**src/shared/adcs_pkg.sv**
```systemverilog
// Shared constants and types of the converter sequencer
package adcs_pkg;
  localparam int ADC_BITS = 10;
  localparam int CHAN_COUNT = 8;
  localparam int CONV_TICKS = 12;
  localparam int ABORT_TICKS = 2;
  localparam int ADDR_W = 3;
  localparam logic [2:0] OFF_CTRL0 = 3'h0;
  localparam logic [2:0] OFF_CTRL1 = 3'h1;
  localparam logic [2:0] OFF_RESH = 3'h2;
  localparam logic [2:0] OFF_RESL = 3'h3;
  localparam logic [2:0] OFF_STATUS = 3'h4;
  localparam logic [2:0] OFF_PORT = 3'h5;
  localparam int CS_LO_POS = 6;
  localparam int CHAN_POS = 3;
  localparam int GO_POS = 2;
  localparam int ON_POS = 0;
  localparam int JUST_POS = 7;
  localparam int CS_HI_POS = 6;
  localparam int PCFG_POS = 0;
  localparam int DONE_POS = 0;
  localparam int ACQ_POS = 1;
  localparam int BUSY_POS = 2;
  localparam logic [7:0] CTRL0_RST = 8'h00;
  localparam logic [7:0] CTRL1_RST = 8'h00;
  localparam logic [7:0] RES_RST = 8'h00;
  localparam logic [3:0] CCU_MODE_ADC_TRIG = 4'hB;
  // Oscillator periods per bit period, minus one, indexed by clock select
  localparam logic [5:0] DIV_M1 [8] = '{6'h01, 6'h07, 6'h1F, 6'h00, 6'h03, 6'h0F, 6'h3F, 6'h00};
  // Pins that are analog inputs, indexed by port configuration
  localparam logic [7:0] ANALOG_MASK [16] = '{8'hFF, 8'hFF, 8'h1F, 8'h1F, 8'h0B, 8'h0B, 8'h00, 8'h00,
                                              8'hFF, 8'h3F, 8'h3F, 8'h3F, 8'h1F, 8'h0F, 8'h01, 8'h0D};
  typedef enum logic [1:0] {S_IDLE, S_CONV, S_WAIT, S_ACQ} adcs_state_t;
endpackage

```
**src/shared/adcs_tick_if.sv**
```systemverilog
// Bit-period tick link between sequencer and tick generator
`timescale 1ns/1ps
`default_nettype none
interface adcs_tick_if;
  logic ce;
  logic enable;
  logic [2:0] clk_sel;
  logic tick;
  modport gen (input ce, input enable, input clk_sel, output tick);
  modport user (output ce, output enable, output clk_sel, input tick);
endinterface
`default_nettype wire

```
**src/hdl/adcs_tick_gen.sv**
```systemverilog
// Conversion bit-period tick generator
`timescale 1ns/1ps
`default_nettype none
module adcs_tick_gen
  import adcs_pkg::*;
(
  input wire logic clk,
  input wire logic rst,
  input wire logic rc_clk_pin,
  adcs_tick_if.gen t
);
  logic [5:0] cnt_reg;
  logic rc_s1_reg;
  logic rc_s2_reg;
  logic rc_s3_reg;
  wire rc_mode = t.clk_sel[1] & t.clk_sel[0];
  wire [5:0] div_m1 = DIV_M1[t.clk_sel];
  wire rc_edge = rc_s2_reg & ~rc_s3_reg;
  wire div_hit = (cnt_reg == div_m1);

  // Tick only while enabled; divider restarts from zero each run
  assign t.tick = t.enable & (rc_mode ? rc_edge : div_hit);

  always_ff @(posedge clk or posedge rst) begin
    if (rst) begin
      cnt_reg <= 6'h00;
      rc_s1_reg <= 1'b0;
      rc_s2_reg <= 1'b0;
      rc_s3_reg <= 1'b0;
    end else if (t.ce) begin
      rc_s1_reg <= rc_clk_pin;
      rc_s2_reg <= rc_s1_reg;
      rc_s3_reg <= rc_s2_reg;
      if (!t.enable || div_hit) begin
        cnt_reg <= 6'h00;
      end else begin
        cnt_reg <= cnt_reg + 6'h01;
      end
    end
  end

  a_fast_divide: assert property (@(posedge clk) disable iff (rst)
    (t.ce && t.tick && t.clk_sel == 3'b000) |=> !t.tick)
    else $error("divide-by-two tick came back to back");
  a_slow_divide: assert property (@(posedge clk) disable iff (rst)
    (t.ce && t.tick && t.clk_sel == 3'b100) ##1 t.ce [*3] |-> !t.tick && !$past(t.tick) && !$past(t.tick, 2))
    else $error("divide-by-four tick too early");
endmodule
`default_nettype wire

```
**src/hdl/adcs_sequencer.sv**
```systemverilog
// Converter control and conversion sequencer with register port
`timescale 1ns/1ps
`default_nettype none
module adcs_sequencer
  import adcs_pkg::*;
#(
  parameter int PINS = CHAN_COUNT
) (
  input wire logic clk,
  input wire logic rst,
  input wire logic ce,
  input wire logic [ADDR_W-1:0] addr,
  input wire logic [7:0] wdata,
  input wire logic wr_en,
  input wire logic rd_en,
  output logic [7:0] rdata,
  input wire logic [PINS-1:0] pin_level,
  input wire logic [PINS-1:0] pin_direction_bit,
  input wire logic [PINS-1:0] pin_out_level,
  input wire logic [ADC_BITS-1:0] analog_code,
  input wire logic rc_clk_pin,
  input wire logic [3:0] ccu_two_mode_field,
  input wire logic ccu_two_special_event,
  input wire logic ccu_two_timer_sel,
  output logic converter_power_on,
  output logic conv_busy,
  output logic acquiring,
  output logic conversion_done_flag,
  output logic timer_a_clear,
  output logic timer_b_clear
);
  adcs_tick_if tif ();

  adcs_state_t state_reg;
  adcs_state_t state_next;
  logic [3:0] cnt_reg;
  logic [3:0] cnt_next;
  logic on_reg;
  logic [2:0] clk_sel_reg;
  logic [2:0] chan_reg;
  logic just_reg;
  logic [3:0] pcfg_reg;
  logic [7:0] resh_reg;
  logic [7:0] resl_reg;
  logic done_reg;
  logic go_reg;
  logic acq_reg;
  logic restart_reg;
  logic [ADC_BITS-1:0] hold_reg;
  logic [7:0] rdata_reg;
  logic tmr_a_reg;
  logic tmr_b_reg;
  logic [PINS-1:0] pin_s1_reg;
  logic [PINS-1:0] pin_s2_reg;
  logic [ADC_BITS-1:0] ana_s1_reg;
  logic [ADC_BITS-1:0] ana_s2_reg;

  // Register decode
  wire wr0 = wr_en && addr == OFF_CTRL0;
  wire wr1 = wr_en && addr == OFF_CTRL1;
  wire wrh = wr_en && addr == OFF_RESH;
  wire wrl = wr_en && addr == OFF_RESL;
  wire wrs = wr_en && addr == OFF_STATUS;
  wire tick = tif.tick;
  wire in_conv = state_reg == S_CONV;

  // Special event in the ADC trigger mode: timer always cleared, conversion only when powered
  wire trig_mode = ccu_two_special_event && ccu_two_mode_field == CCU_MODE_ADC_TRIG;
  wire trig_hit = trig_mode && on_reg;
  // Go is honoured only when power was already on before this write
  wire sw_start = wr0 && wdata[GO_POS] && wdata[ON_POS] && on_reg;
  // Starts refused during the post-abort wait; the divider is mid-count there
  wire start_ok = state_reg == S_IDLE || state_reg == S_ACQ;
  wire start = (sw_start || trig_hit) && start_ok;
  // A trigger in the same cycle as a clearing write keeps go set
  wire sw_abort = wr0 && (!wdata[GO_POS] || !wdata[ON_POS]) && !trig_hit;
  wire abort = in_conv && sw_abort;
  wire finish = in_conv && tick && cnt_reg == 4'(CONV_TICKS - 1) && !abort;
  wire wait_done = state_reg == S_WAIT && tick && cnt_reg == 4'(ABORT_TICKS - 1);

  // Output pin converts its own drive level, else the analog sample
  wire [2:0] ch = chan_reg;
  wire [ADC_BITS-1:0] pin_word = {ADC_BITS{pin_out_level[ch]}};
  wire [ADC_BITS-1:0] sample = pin_direction_bit[ch] ? ana_s2_reg : pin_word;
  wire [7:0] res_h = just_reg ? {6'h00, hold_reg[9:8]} : hold_reg[9:2];
  wire [7:0] res_l = just_reg ? hold_reg[7:0] : {hold_reg[1:0], 6'h00};
  wire [7:0] port_view = pin_s2_reg & ~ANALOG_MASK[pcfg_reg];
  wire on_next = wr0 ? wdata[ON_POS] : on_reg;

  wire [7:0] ctrl0_view = {clk_sel_reg[1:0], chan_reg, go_reg, 1'b0, on_reg};
  wire [7:0] ctrl1_view = {just_reg, clk_sel_reg[2], 2'b00, pcfg_reg};
  wire [7:0] stat_view = {5'h00, go_reg, acq_reg, done_reg};
  wire [7:0] rd_mux = addr == OFF_CTRL0 ? ctrl0_view :
                      addr == OFF_CTRL1 ? ctrl1_view :
                      addr == OFF_RESH ? resh_reg :
                      addr == OFF_RESL ? resl_reg :
                      addr == OFF_STATUS ? stat_view :
                      addr == OFF_PORT ? port_view : 8'h00;

  // One idle cycle on abort restarts the divider on a clean boundary
  assign tif.ce = ce;
  assign tif.clk_sel = clk_sel_reg;
  assign tif.enable = (in_conv || state_reg == S_WAIT) && !restart_reg;

  adcs_tick_gen u_tick (
    .clk(clk),
    .rst(rst),
    .rc_clk_pin(rc_clk_pin),
    .t(tif)
  );

  always_comb begin
    state_next = state_reg;
    cnt_next = cnt_reg;
    case (state_reg)
      S_IDLE, S_ACQ: begin
        if (start) begin
          state_next = S_CONV;
          cnt_next = 4'h0;
        end else if (!on_next) begin
          state_next = S_IDLE;
        end
      end
      S_CONV: begin
        if (abort) begin
          state_next = S_WAIT;
          cnt_next = 4'h0;
        end else if (finish) begin
          state_next = S_IDLE;
        end else if (tick) begin
          cnt_next = cnt_reg + 4'h1;
        end
      end
      S_WAIT: begin
        if (!on_next) begin
          state_next = S_IDLE;
        end else if (wait_done) begin
          state_next = S_ACQ;
        end else if (tick) begin
          cnt_next = cnt_reg + 4'h1;
        end
      end
      default: begin
        state_next = S_IDLE;
      end
    endcase
  end

  // Synchronisers for pins and the sample-and-hold word
  always_ff @(posedge clk or posedge rst) begin
    if (rst) begin
      pin_s1_reg <= '0;
      pin_s2_reg <= '0;
      ana_s1_reg <= '0;
      ana_s2_reg <= '0;
    end else if (ce) begin
      pin_s1_reg <= pin_level;
      pin_s2_reg <= pin_s1_reg;
      ana_s1_reg <= analog_code;
      ana_s2_reg <= ana_s1_reg;
    end
  end

  always_ff @(posedge clk or posedge rst) begin
    if (rst) begin
      state_reg <= S_IDLE;
      cnt_reg <= 4'h0;
      go_reg <= 1'b0;
      acq_reg <= 1'b0;
      restart_reg <= 1'b0;
      hold_reg <= '0;
    end else if (ce) begin
      state_reg <= state_next;
      cnt_reg <= cnt_next;
      go_reg <= state_next == S_CONV;
      acq_reg <= state_next == S_ACQ;
      restart_reg <= abort;
      if (start) begin
        hold_reg <= sample;
      end
    end
  end

  always_ff @(posedge clk or posedge rst) begin
    if (rst) begin
      on_reg <= CTRL0_RST[ON_POS];
      clk_sel_reg <= {CTRL1_RST[CS_HI_POS], CTRL0_RST[CS_LO_POS+1:CS_LO_POS]};
      chan_reg <= CTRL0_RST[CHAN_POS+2:CHAN_POS];
      just_reg <= CTRL1_RST[JUST_POS];
      pcfg_reg <= CTRL1_RST[PCFG_POS+3:PCFG_POS];
    end else if (ce) begin
      if (wr0) begin
        on_reg <= wdata[ON_POS];
        clk_sel_reg[1:0] <= wdata[CS_LO_POS+1:CS_LO_POS];
        chan_reg <= wdata[CHAN_POS+2:CHAN_POS];
      end
      if (wr1) begin
        clk_sel_reg[2] <= wdata[CS_HI_POS];
        just_reg <= wdata[JUST_POS];
        pcfg_reg <= wdata[PCFG_POS+3:PCFG_POS];
      end
    end
  end

  // Result bytes change only on completion or a direct write
  always_ff @(posedge clk or posedge rst) begin
    if (rst) begin
      resh_reg <= RES_RST;
      resl_reg <= RES_RST;
      done_reg <= 1'b0;
    end else if (ce) begin
      if (finish) begin
        resh_reg <= res_h;
        resl_reg <= res_l;
      end else begin
        if (wrh) begin
          resh_reg <= wdata;
        end
        if (wrl) begin
          resl_reg <= wdata;
        end
      end
      // Completion wins over a clearing write in the same cycle
      if (finish) begin
        done_reg <= 1'b1;
      end else if (wrs && !wdata[DONE_POS]) begin
        done_reg <= 1'b0;
      end
    end
  end

  always_ff @(posedge clk or posedge rst) begin
    if (rst) begin
      rdata_reg <= 8'h00;
      tmr_a_reg <= 1'b0;
      tmr_b_reg <= 1'b0;
    end else if (ce) begin
      rdata_reg <= rd_en ? rd_mux : 8'h00;
      tmr_a_reg <= trig_mode && !ccu_two_timer_sel;
      tmr_b_reg <= trig_mode && ccu_two_timer_sel;
    end
  end

  assign rdata = rdata_reg;
  assign converter_power_on = on_reg;
  assign conv_busy = go_reg;
  assign acquiring = acq_reg;
  assign conversion_done_flag = done_reg;
  assign timer_a_clear = tmr_a_reg;
  assign timer_b_clear = tmr_b_reg;

  a_conv_length: assert property (@(posedge clk) disable iff (rst)
    (ce && in_conv && tick && cnt_reg == 4'(CONV_TICKS - 2) && !sw_abort) |=> in_conv && cnt_reg == 4'hB)
    else $error("conversion did not reach its twelfth period");
  a_done_update: assert property (@(posedge clk) disable iff (rst)
    (ce && finish) |=> !go_reg && done_reg && !conv_busy && resl_reg == $past(res_l))
    else $error("completion did not update result and flags");
  a_abort_now: assert property (@(posedge clk) disable iff (rst)
    (ce && in_conv && sw_abort) |=> state_reg == S_WAIT && !go_reg && !done_reg == !$past(done_reg))
    else $error("cleared go did not abort");
  a_abort_keep: assert property (@(posedge clk) disable iff (rst)
    (ce && abort && !wrh && !wrl) |=> $stable(resh_reg) && $stable(resl_reg))
    else $error("abort changed result bytes");
  a_abort_wait: assert property (@(posedge clk) disable iff (rst)
    (ce && wait_done && on_next) |=> acquiring && state_reg == S_ACQ)
    else $error("acquisition did not start after wait");
  a_trigger_start: assert property (@(posedge clk) disable iff (rst)
    (ce && trig_hit && start_ok) |=> go_reg && cnt_reg == 4'h0)
    else $error("trigger did not start conversion");
  a_trigger_off: assert property (@(posedge clk) disable iff (rst)
    (ce && trig_mode && !on_reg && !sw_start && !in_conv) |=> !go_reg && (timer_a_clear || timer_b_clear))
    else $error("powered-off trigger misbehaved");
  a_port_mask: assert property (@(posedge clk) disable iff (rst)
    (ce && rd_en && addr == OFF_PORT) |=> (rdata & ANALOG_MASK[$past(pcfg_reg)]) == 8'h00)
    else $error("analog pin read nonzero");
  a_right_justify: assert property (@(posedge clk) disable iff (rst)
    (ce && finish && just_reg) |=> resh_reg[7:2] == 6'h00)
    else $error("right justified high byte not cleared");
  a_wait_refuse: assert property (@(posedge clk) disable iff (rst)
    (ce && state_reg == S_WAIT && !wait_done) |=> !go_reg)
    else $error("start taken during abort wait");
  a_timer_pulse: assert property (@(posedge clk) disable iff (rst)
    (ce && trig_mode) |=> timer_b_clear == $past(ccu_two_timer_sel) &&
      timer_a_clear == !$past(ccu_two_timer_sel))
    else $error("trigger did not clear the chosen timer");
endmodule
`default_nettype wire

```
**config.mk**
```make
export PLATFORM = sky130hd
export DESIGN_NAME = adcs_sequencer
export DESIGN_NICKNAME = d
export VERILOG_FILES = /design/src/shared/adcs_pkg.sv /design/src/shared/adcs_tick_if.sv /design/src/hdl/adcs_tick_gen.sv /design/src/hdl/adcs_sequencer.sv
export SDC_FILE = /design/constraint.sdc
export NUM_CORES = 1
export LEC_CHECK = 0
export BUFFER_PORTS_ARGS = -buffer_cell sky130_fd_sc_hd__buf_2
export CORE_MARGIN = 2
export CORE_UTILIZATION = 40
export CTS_CLUSTER_SIZE = 16
export DETAILED_ROUTE_END_ITERATION = 7
export PLACE_DENSITY = 0.66
export REMOVE_ABC_BUFFERS = 1
export SLEW_MARGIN = 15
export SYNTH_ARGS = -nofsm -noshare
export SYNTH_HDL_FRONTEND = slang
export SYNTH_SLANG_ARGS = --single-unit
export TNS_END_PERCENT = 20
```
**constraint.sdc**
```tcl
create_clock -name clk -period 5.1 [get_ports clk]
set_input_delay 1.02 -clock clk [delete_from_list [all_inputs] [get_ports clk]]
set_output_delay 1.02 -clock clk [all_outputs]
set_load 0.05 [all_outputs]
```
== Word-level counts from Yosys, hierarchy flattened ==
Memory sizes are Yosys's and may differ from the RTL's.
Index checks and enable logic that the tools add are counted.

* Memories kept: 2
* Register bits after elaboration: 103
* ROM bits: 176
* RAM bits: 0
* Word-level logic and storage cells: 148
* Output and inout bits: 14
* Bits in latches: 0

{| class="wikitable"
|+ Memory list
! name !! words !! bits a word !! read ports !! clocked after Yosys merged registers in !! wr ports !! line !! text
|-
| (name not given) || 16 || 8 || 1 || 0 || 0 || adcs_sequencer.sv:87 || <nowiki>wire [7:0] port_view = pin_s2_reg & ~ANALOG_MASK[pcfg_reg];</nowiki>
|-
| (name not given) || 8 || 6 || 1 || 0 || 0 || adcs_tick_gen.sv:17 || <nowiki>wire [5:0] div_m1 = DIV_M1[t.clk_sel];</nowiki>
|}

* Reductions and logical operators: 48
* Mux-type cells: 41
* $lt $le $gt $ge: 3
* Shift operators: 0
* Eq/ne operators: 18
* Multiply operators: 0
* Divide/modulo/power cells: 0
* $add $sub $neg: 2
* Bitwise gates (word level): 8

{| class="wikitable"
|+ Operators by type and width
! operator !! number
|-
| $mux 8 || 15
|-
| $mux 4 || 6
|-
| $logic_and 1x1->1 || 23
|-
| $mux 6 || 3
|-
| $mux 2 || 6
|-
| $pmux 4 s3 || 1
|-
| $reduce_and 2->1 || 6
|-
| $mux 10 || 1
|-
| $and 8x8->8 || 1
|-
| $eq 4x4->1 const B || 2
|-
| $not 8->8 || 1
|-
| $logic_not 1->1 || 7
|-
| $add 6x1->6 const B || 1
|-
| $bmux 1 s3 || 2
|-
| $eq 2x2->1 const B || 3
|-
| $eq 3x2->1 const B || 2
|-
| $eq 3x3->1 const B || 2
|-
| $eq 6x6->1 || 1
|-
| $mux 1 || 6
|-
| $ne 2x2->1 const B || 3
|-
| $pmux 2 s3 || 1
|-
| $reduce_bool 2->1 || 3
|-
| $ge 5x5->1 const B || 1
|-
| $logic_or 1x1->1 || 5
|-
| 15 further kinds || 18
|}

== Depth between registers and ports, before layout ==
* Word-level depth: 14
* Gate-level depth with buffers: 11
* Gate-level depth less buffers: 9

== Modules after synthesis ==
From an unflattened synthesis, not the netlist that was laid out.

* Cell total of the unflattened synthesis: 466
* Area total of the unflattened synthesis: 5408.9 um^2

{| class="wikitable"
|+ By module, submodules not included
! module !! instances !! sequential area each (um^2) !! cells an instance !! area an instance (um^2)
|-
| adcs_sequencer || 1 || 2352.3 || 411 || 4830.9
|-
| adcs_tick_gen || 1 || 225.2 || 55 || 578.1
|}

== Least setup slack after synthesis ==
No wires, ideal clock.

* Path kind: input to register
* From: input port addr[1]
* To: register resh_reg[1]
* Data required time: 4.975 ns
* Stages: 8
* Data arrival time: 2.792 ns
* Setup slack: 2.183 ns
* Setup time: 0.125 ns
* Buffers on the path: 2
* Path through: clkbuf_1 -> nor4b_4 -> o311a_1 -> nor2_1 -> and4_4 -> buf_12 -> o21ai_4 -> mux2_2

* Word-level cells in the longest chain between the ends: 9

{| class="wikitable"
|+ RTL lines
! item !! line !! text
|-
| start: declaration || adcs_sequencer.sv:12 || <nowiki>input wire logic [ADDR_W-1:0] addr,</nowiki>
|-
| $logic_not 3->1 || adcs_sequencer.sv:59 || <nowiki>wire wr0 = wr_en && addr == OFF_CTRL0;</nowiki>
|-
| $logic_and 1x1->1 || adcs_sequencer.sv:59 ||
|-
| $logic_and 1x1->1 (2 in series) || adcs_sequencer.sv:76 || <nowiki>wire sw_abort = wr0 && (!wdata[GO_POS] || !wdata[ON_POS]) && !trig_hit;</nowiki>
|-
| $logic_and 1x1->1 || adcs_sequencer.sv:77 || <nowiki>wire abort = in_conv && sw_abort;</nowiki>
|-
| $logic_not 1->1 || adcs_sequencer.sv:78 || <nowiki>wire finish = in_conv && tick && cnt_reg == 4'(CONV_TICKS - 1) && !abort;</nowiki>
|-
| $logic_and 1x1->1 || adcs_sequencer.sv:78 ||
|-
| $reduce_bool 2->1 (no line) || -- ||
|-
| $reduce_and 2->1 (no line) || -- ||
|-
| end signal: assignment || adcs_sequencer.sv:213 || <nowiki>resh_reg <= res_h;</nowiki>
|-
| end signal: assignment || adcs_sequencer.sv:217 || <nowiki>resh_reg <= wdata;</nowiki>
|-
| end: declaration || adcs_sequencer.sv:43 || <nowiki>logic [7:0] resh_reg;</nowiki>
|}

Parallel ways exist; a longest one is shown, timed or not.
A chain may end at the register's enable or synchronous reset.

== Worst setup path in the final report ==
* From: register clk_sel_reg[0]
* To: register resl_reg[6]

* Word-level cells in the longest chain between the ends: 12

{| class="wikitable"
|+ RTL lines
! item !! line !! text
|-
| start: declaration || adcs_sequencer.sv:39 || <nowiki>logic [2:0] clk_sel_reg;</nowiki>
|-
| start signal: assignment || adcs_sequencer.sv:187 || <nowiki>clk_sel_reg <= {CTRL1_RST[CS_HI_POS], CTRL0_RST[CS_LO_POS+1:CS_LO_POS]};</nowiki>
|-
| start signal: assignment || adcs_sequencer.sv:194 || <nowiki>clk_sel_reg[1:0] <= wdata[CS_LO_POS+1:CS_LO_POS];</nowiki>
|-
| $not 3->4 (not written as such) || adcs_tick_gen.sv:17 ||
|-
| $mem_v2 8x6 || -- ||
|-
| $mux 6 (not written as such) (2 in series) || adcs_tick_gen.sv:17 ||
|-
| $eq 6x6->1 || adcs_tick_gen.sv:19 || <nowiki>wire div_hit = (cnt_reg == div_m1);</nowiki>
|-
| $mux 1 * || adcs_tick_gen.sv:22 || <nowiki>assign t.tick = t.enable & (rc_mode ? rc_edge : div_hit);</nowiki>
|-
| $and 1x1->1 * || adcs_tick_gen.sv:22 ||
|-
| $logic_and 1x1->1 * (3 in series) || adcs_sequencer.sv:78 ||
|-
| $reduce_bool 2->1 (no line) || -- ||
|-
| $reduce_and 2->1 (no line) || -- ||
|-
| end signal: assignment || adcs_sequencer.sv:214 || <nowiki>resl_reg <= res_l;</nowiki>
|-
| end signal: assignment || adcs_sequencer.sv:220 || <nowiki>resl_reg <= wdata;</nowiki>
|-
| end: declaration || adcs_sequencer.sv:44 || <nowiki>logic [7:0] resl_reg;</nowiki>
|}

Every way passes the cells marked *; elsewhere a longest branch is shown, timed or not. The select of a mux whose other input is x is not followed.

==> summary.txt <==
Outcome
  – Status: completed

Placement
  – HPWL Detailed: 8608 um
  – I/O Buffers: 70
  – GPL Wtd Cong: 0.8541

Synth
  – Synth Area in Compound Gates: 12.26%
  – Post-Syn Area: 0.005440 mm2
  – Syn_area_per_cell: 10.86 um2
  – Dominant register cell in the synthesized netlist: dfrtp_1
  – Most numerous cell in the Yosys netlist: dfrtp_1
  – Top-area cell type share of the netlist area: 47.38%
  – Area contributors post-synth: dfrtp_1, mux2_2, mux2i_1
  – Register area share after synthesis: 47.38%
  – Simple-Gate Fraction of Synth Area: 11.89%
  – Synth area leader: dfrtp_1
  – Synth Area in XOR/XNOR: 1.288%
  – EDFF count, synth: 0
  – Yosys Warn Count: 0
  – Synth top cells by count: dfrtp_1, mux2_2, nand2_1
  – Largest family of logic cells by synthesized area: multiplexers
  – Mux share of post-synthesis cell area: 20.47%
  – Fraction of registers with async set/reset: 100.0%
  – Yosys reg bits: 103
  – Adder-cell share of the synthesized area: 1.840%
  – Synth unique cells: 63
  – Post-Syn Instances: 501

Global route
  – Largest net degree at the start of global routing: 82
  – Met1 Use GR: 22.93%
  – Met3 GRT Util: 4.151%
  – Total grt overflow: 0
  – Vias in the first global route: 3787
  – Initial antenna violation count: 1
  – Global-route wire length before repair: 19280 um
  – Total GRT Usage: 16.96%
  – Top Usage Layer GRT: met2
  – Grt met2 use: 26.48%

Die
  – Die Ht: 120.6 um
  – Starting Density: 41.08%
  – Core area: 0.01324 mm2
  – Die Footprint: 0.01455 mm2
  – Row count: 42
  – # IOs: 71
  – Die Wd: 120.6 um

STA
  – Post-route clock period utilization: 57.47%
  – Hold WS: 0.5006 ns
  – RSZ-0062 raised after global routing: false
  – Fmax: 341.2 MHz
  – Slew Limit Fails: 0
  – Slew @ Worst Pin: 0.9791 ns
  – Relative max-transition margin: 34.73%
  – Fin crit period: 2.931 ns
  – Final setup fails: 0
  – Fin. Hold Viols: 0
  – Sum Neg Setup Slack: 0 ns
  – Final Skew: 0.01094 ns

Clock tree
  – Clk buf depth: 2
  – Post-CTS Resized: 0
  – Clock transition at path regs: 0.07 ns
  – Hold-fix buffers, CTS: 0
  – Root Buffer: clkbuf_16
  – TritonCTS buffer count: 9
  – Clock Sinks: 103
  – CTS tree: built
  – Setup Fix Bufs, Post-CTS: 0
  – Total number of H-tree levels: 3
  – Skew-Pair Late Insertion Delay: 0.35 ns

Critical path
  – CP delay by family, top: compound AO/OA/AOI/OAI gates
  – CP max stage delay: 0.51 ns
  – Worst Path Max Fanout: 19
  – CP Buf/Inv Count: 1
  – Critical path arrival: 3.16 ns
  – Setup crit end kind: register
  – Crit-path cells: inv_1 > ha_1 > o311ai_1 > o2111ai_2 > o31ai_4 > and4_4 > mux2_1 > mux2_1
  – Critical path's slowest cell: and4_4
  – Most Frequent Cell on Critical Path: mux2_1
  – Startpoint Class: register
  – R2R Setup Slk: 2.17 ns
  – Crit path kind: reg2reg
  – CP required: 5.33 ns

Power and ir drop
  – Clock power share: 31.5%
  – Max VDD drop: 193.3 uV
  – Cell Pwr Density: 376.5 mW/mm2
  – Switching Power: 722.7 uW
  – P_leak: 0.002755 uW
  – Sequential power share: 45.8%
  – Net Sw Frac: 30.84%
  – Combinational group share of total power: 22.7%
  – Int Pwr: 1620 uW

Detailed routing
  – Routed via count: 3914
  – Drt pass-1 iters: 4
  – Post-DR wirelength/cell: 15.70 um
  – Residual DRC: 0
  – Detailed Route Iter0 Violations: 277
  – Remaining antenna violation count: 0
  – WL final: 11630 um
  – Vias per cell: 5.282

Finish
  – Fraction of layout instances using a drive strength above 1: 29.03%
  – Layout area overhead: 14.40%
  – NumNets Final: 625
  – ANT cells: 0

Run
  – Max Cap Violations: 0

Hold path
  – Hold Path Class: reg2reg
[layout by cell type, fill, tap and decap left out, types with 8 or more instances in the layout]
cell type and n:
clkbuf_16 9, a31oi_1 8, nor2b_1 8, dfrtp_1 103
o21ai_0 17, ha_1 8, nand2_1 41, inv_1 33
nor2_1 32, nand2b_1 8, mux2i_1 22, o22ai_1 12
a21oi_1 28, mux2_1 11, mux2_2 59, buf_2 70
[power by group through the flow]
stage	registers (uW)	logic [uW]	clock network, uW
6_report	1070	532	738
3_5_place_dp	1090	531	0
5_1_grt	1090	593	791
2_1_floorplan	1080	364	0
3_3_place_gp	1080	519	0
4_1_cts	1070	535	759
[cell type report]
type,instances,area (um2)
clock buffers,10,229.0
multi-input cells,338,2597
inverters,35,133.9
fillers,1270,7019
well taps,176,220.2
clock inverters,6,92.59
repair buffers,73,372.9
flip-flops and latches,103,2577
[logic make-up after synthesis]
family                     Yosys count
AOI/OAI and AO/OA                   97
buffers and inverters               60
muxes                               97
and+or+nand+nor                    128
xor gates and xnor gates             8
DFF                                103
adders and majority gates            8
[per-stage QoR]
step | worst slack (ns) | cells | area [um2] | utilization, % | total power [uW]
2_1_floorplan | 1.376 | 476 | 5306 | - | 1449
3_3_place_gp | 1.932 | 725 | 5902 | 44.57 | 1601
3_5_place_dp | 1.851 | 725 | 5902 | 44.57 | 1619
4_1_cts | 2.155 | 741 | 6223 | 47.00 | 2367
5_1_grt | 1.985 | 741 | 6223 | 47.00 | 2477
6_report | 2.169 | 741 | 6223 | 47.00 | 2343
[final timing paths]
check                                      startpoint                      end  cells after the start
setup / recovery           clk_sel_reg[0]$_DFFE_PP0P_  resl_reg[6]$_DFFE_PP0P_                      8
setup reg to reg           clk_sel_reg[0]$_DFFE_PP0P_  resl_reg[6]$_DFFE_PP0P_                      8
min in group asynchronous                         rst  restart_reg$_DFFE_PP0P_                      2
hold / removal                resh_reg[4]$_DFFE_PP0P_  resh_reg[4]$_DFFE_PP0P_                      1
max in group asynchronous                         rst  resl_reg[2]$_DFFE_PP0P_                      3
hold reg to reg               resh_reg[4]$_DFFE_PP0P_  resh_reg[4]$_DFFE_PP0P_                      1
[worst reg2reg max path, stage by stage (launching register included)]
cell and delay [ns]:
dfrtp_1 0.43, inv_1 0.06, ha_1 0.24, o311ai_1 0.31, o2111ai_2 0.25, o31ai_4 0.35
and4_4 0.51, mux2_1 0.38, mux2_1 0.28
[metal layers]
layer  vias up  wire length [um]
met2        83              5452
met5         -                13
li1       1895                 -
met3        16               441
met4         2               209
met1      1918              5515
Note: power is estimated with default switching activity, not from simulation.
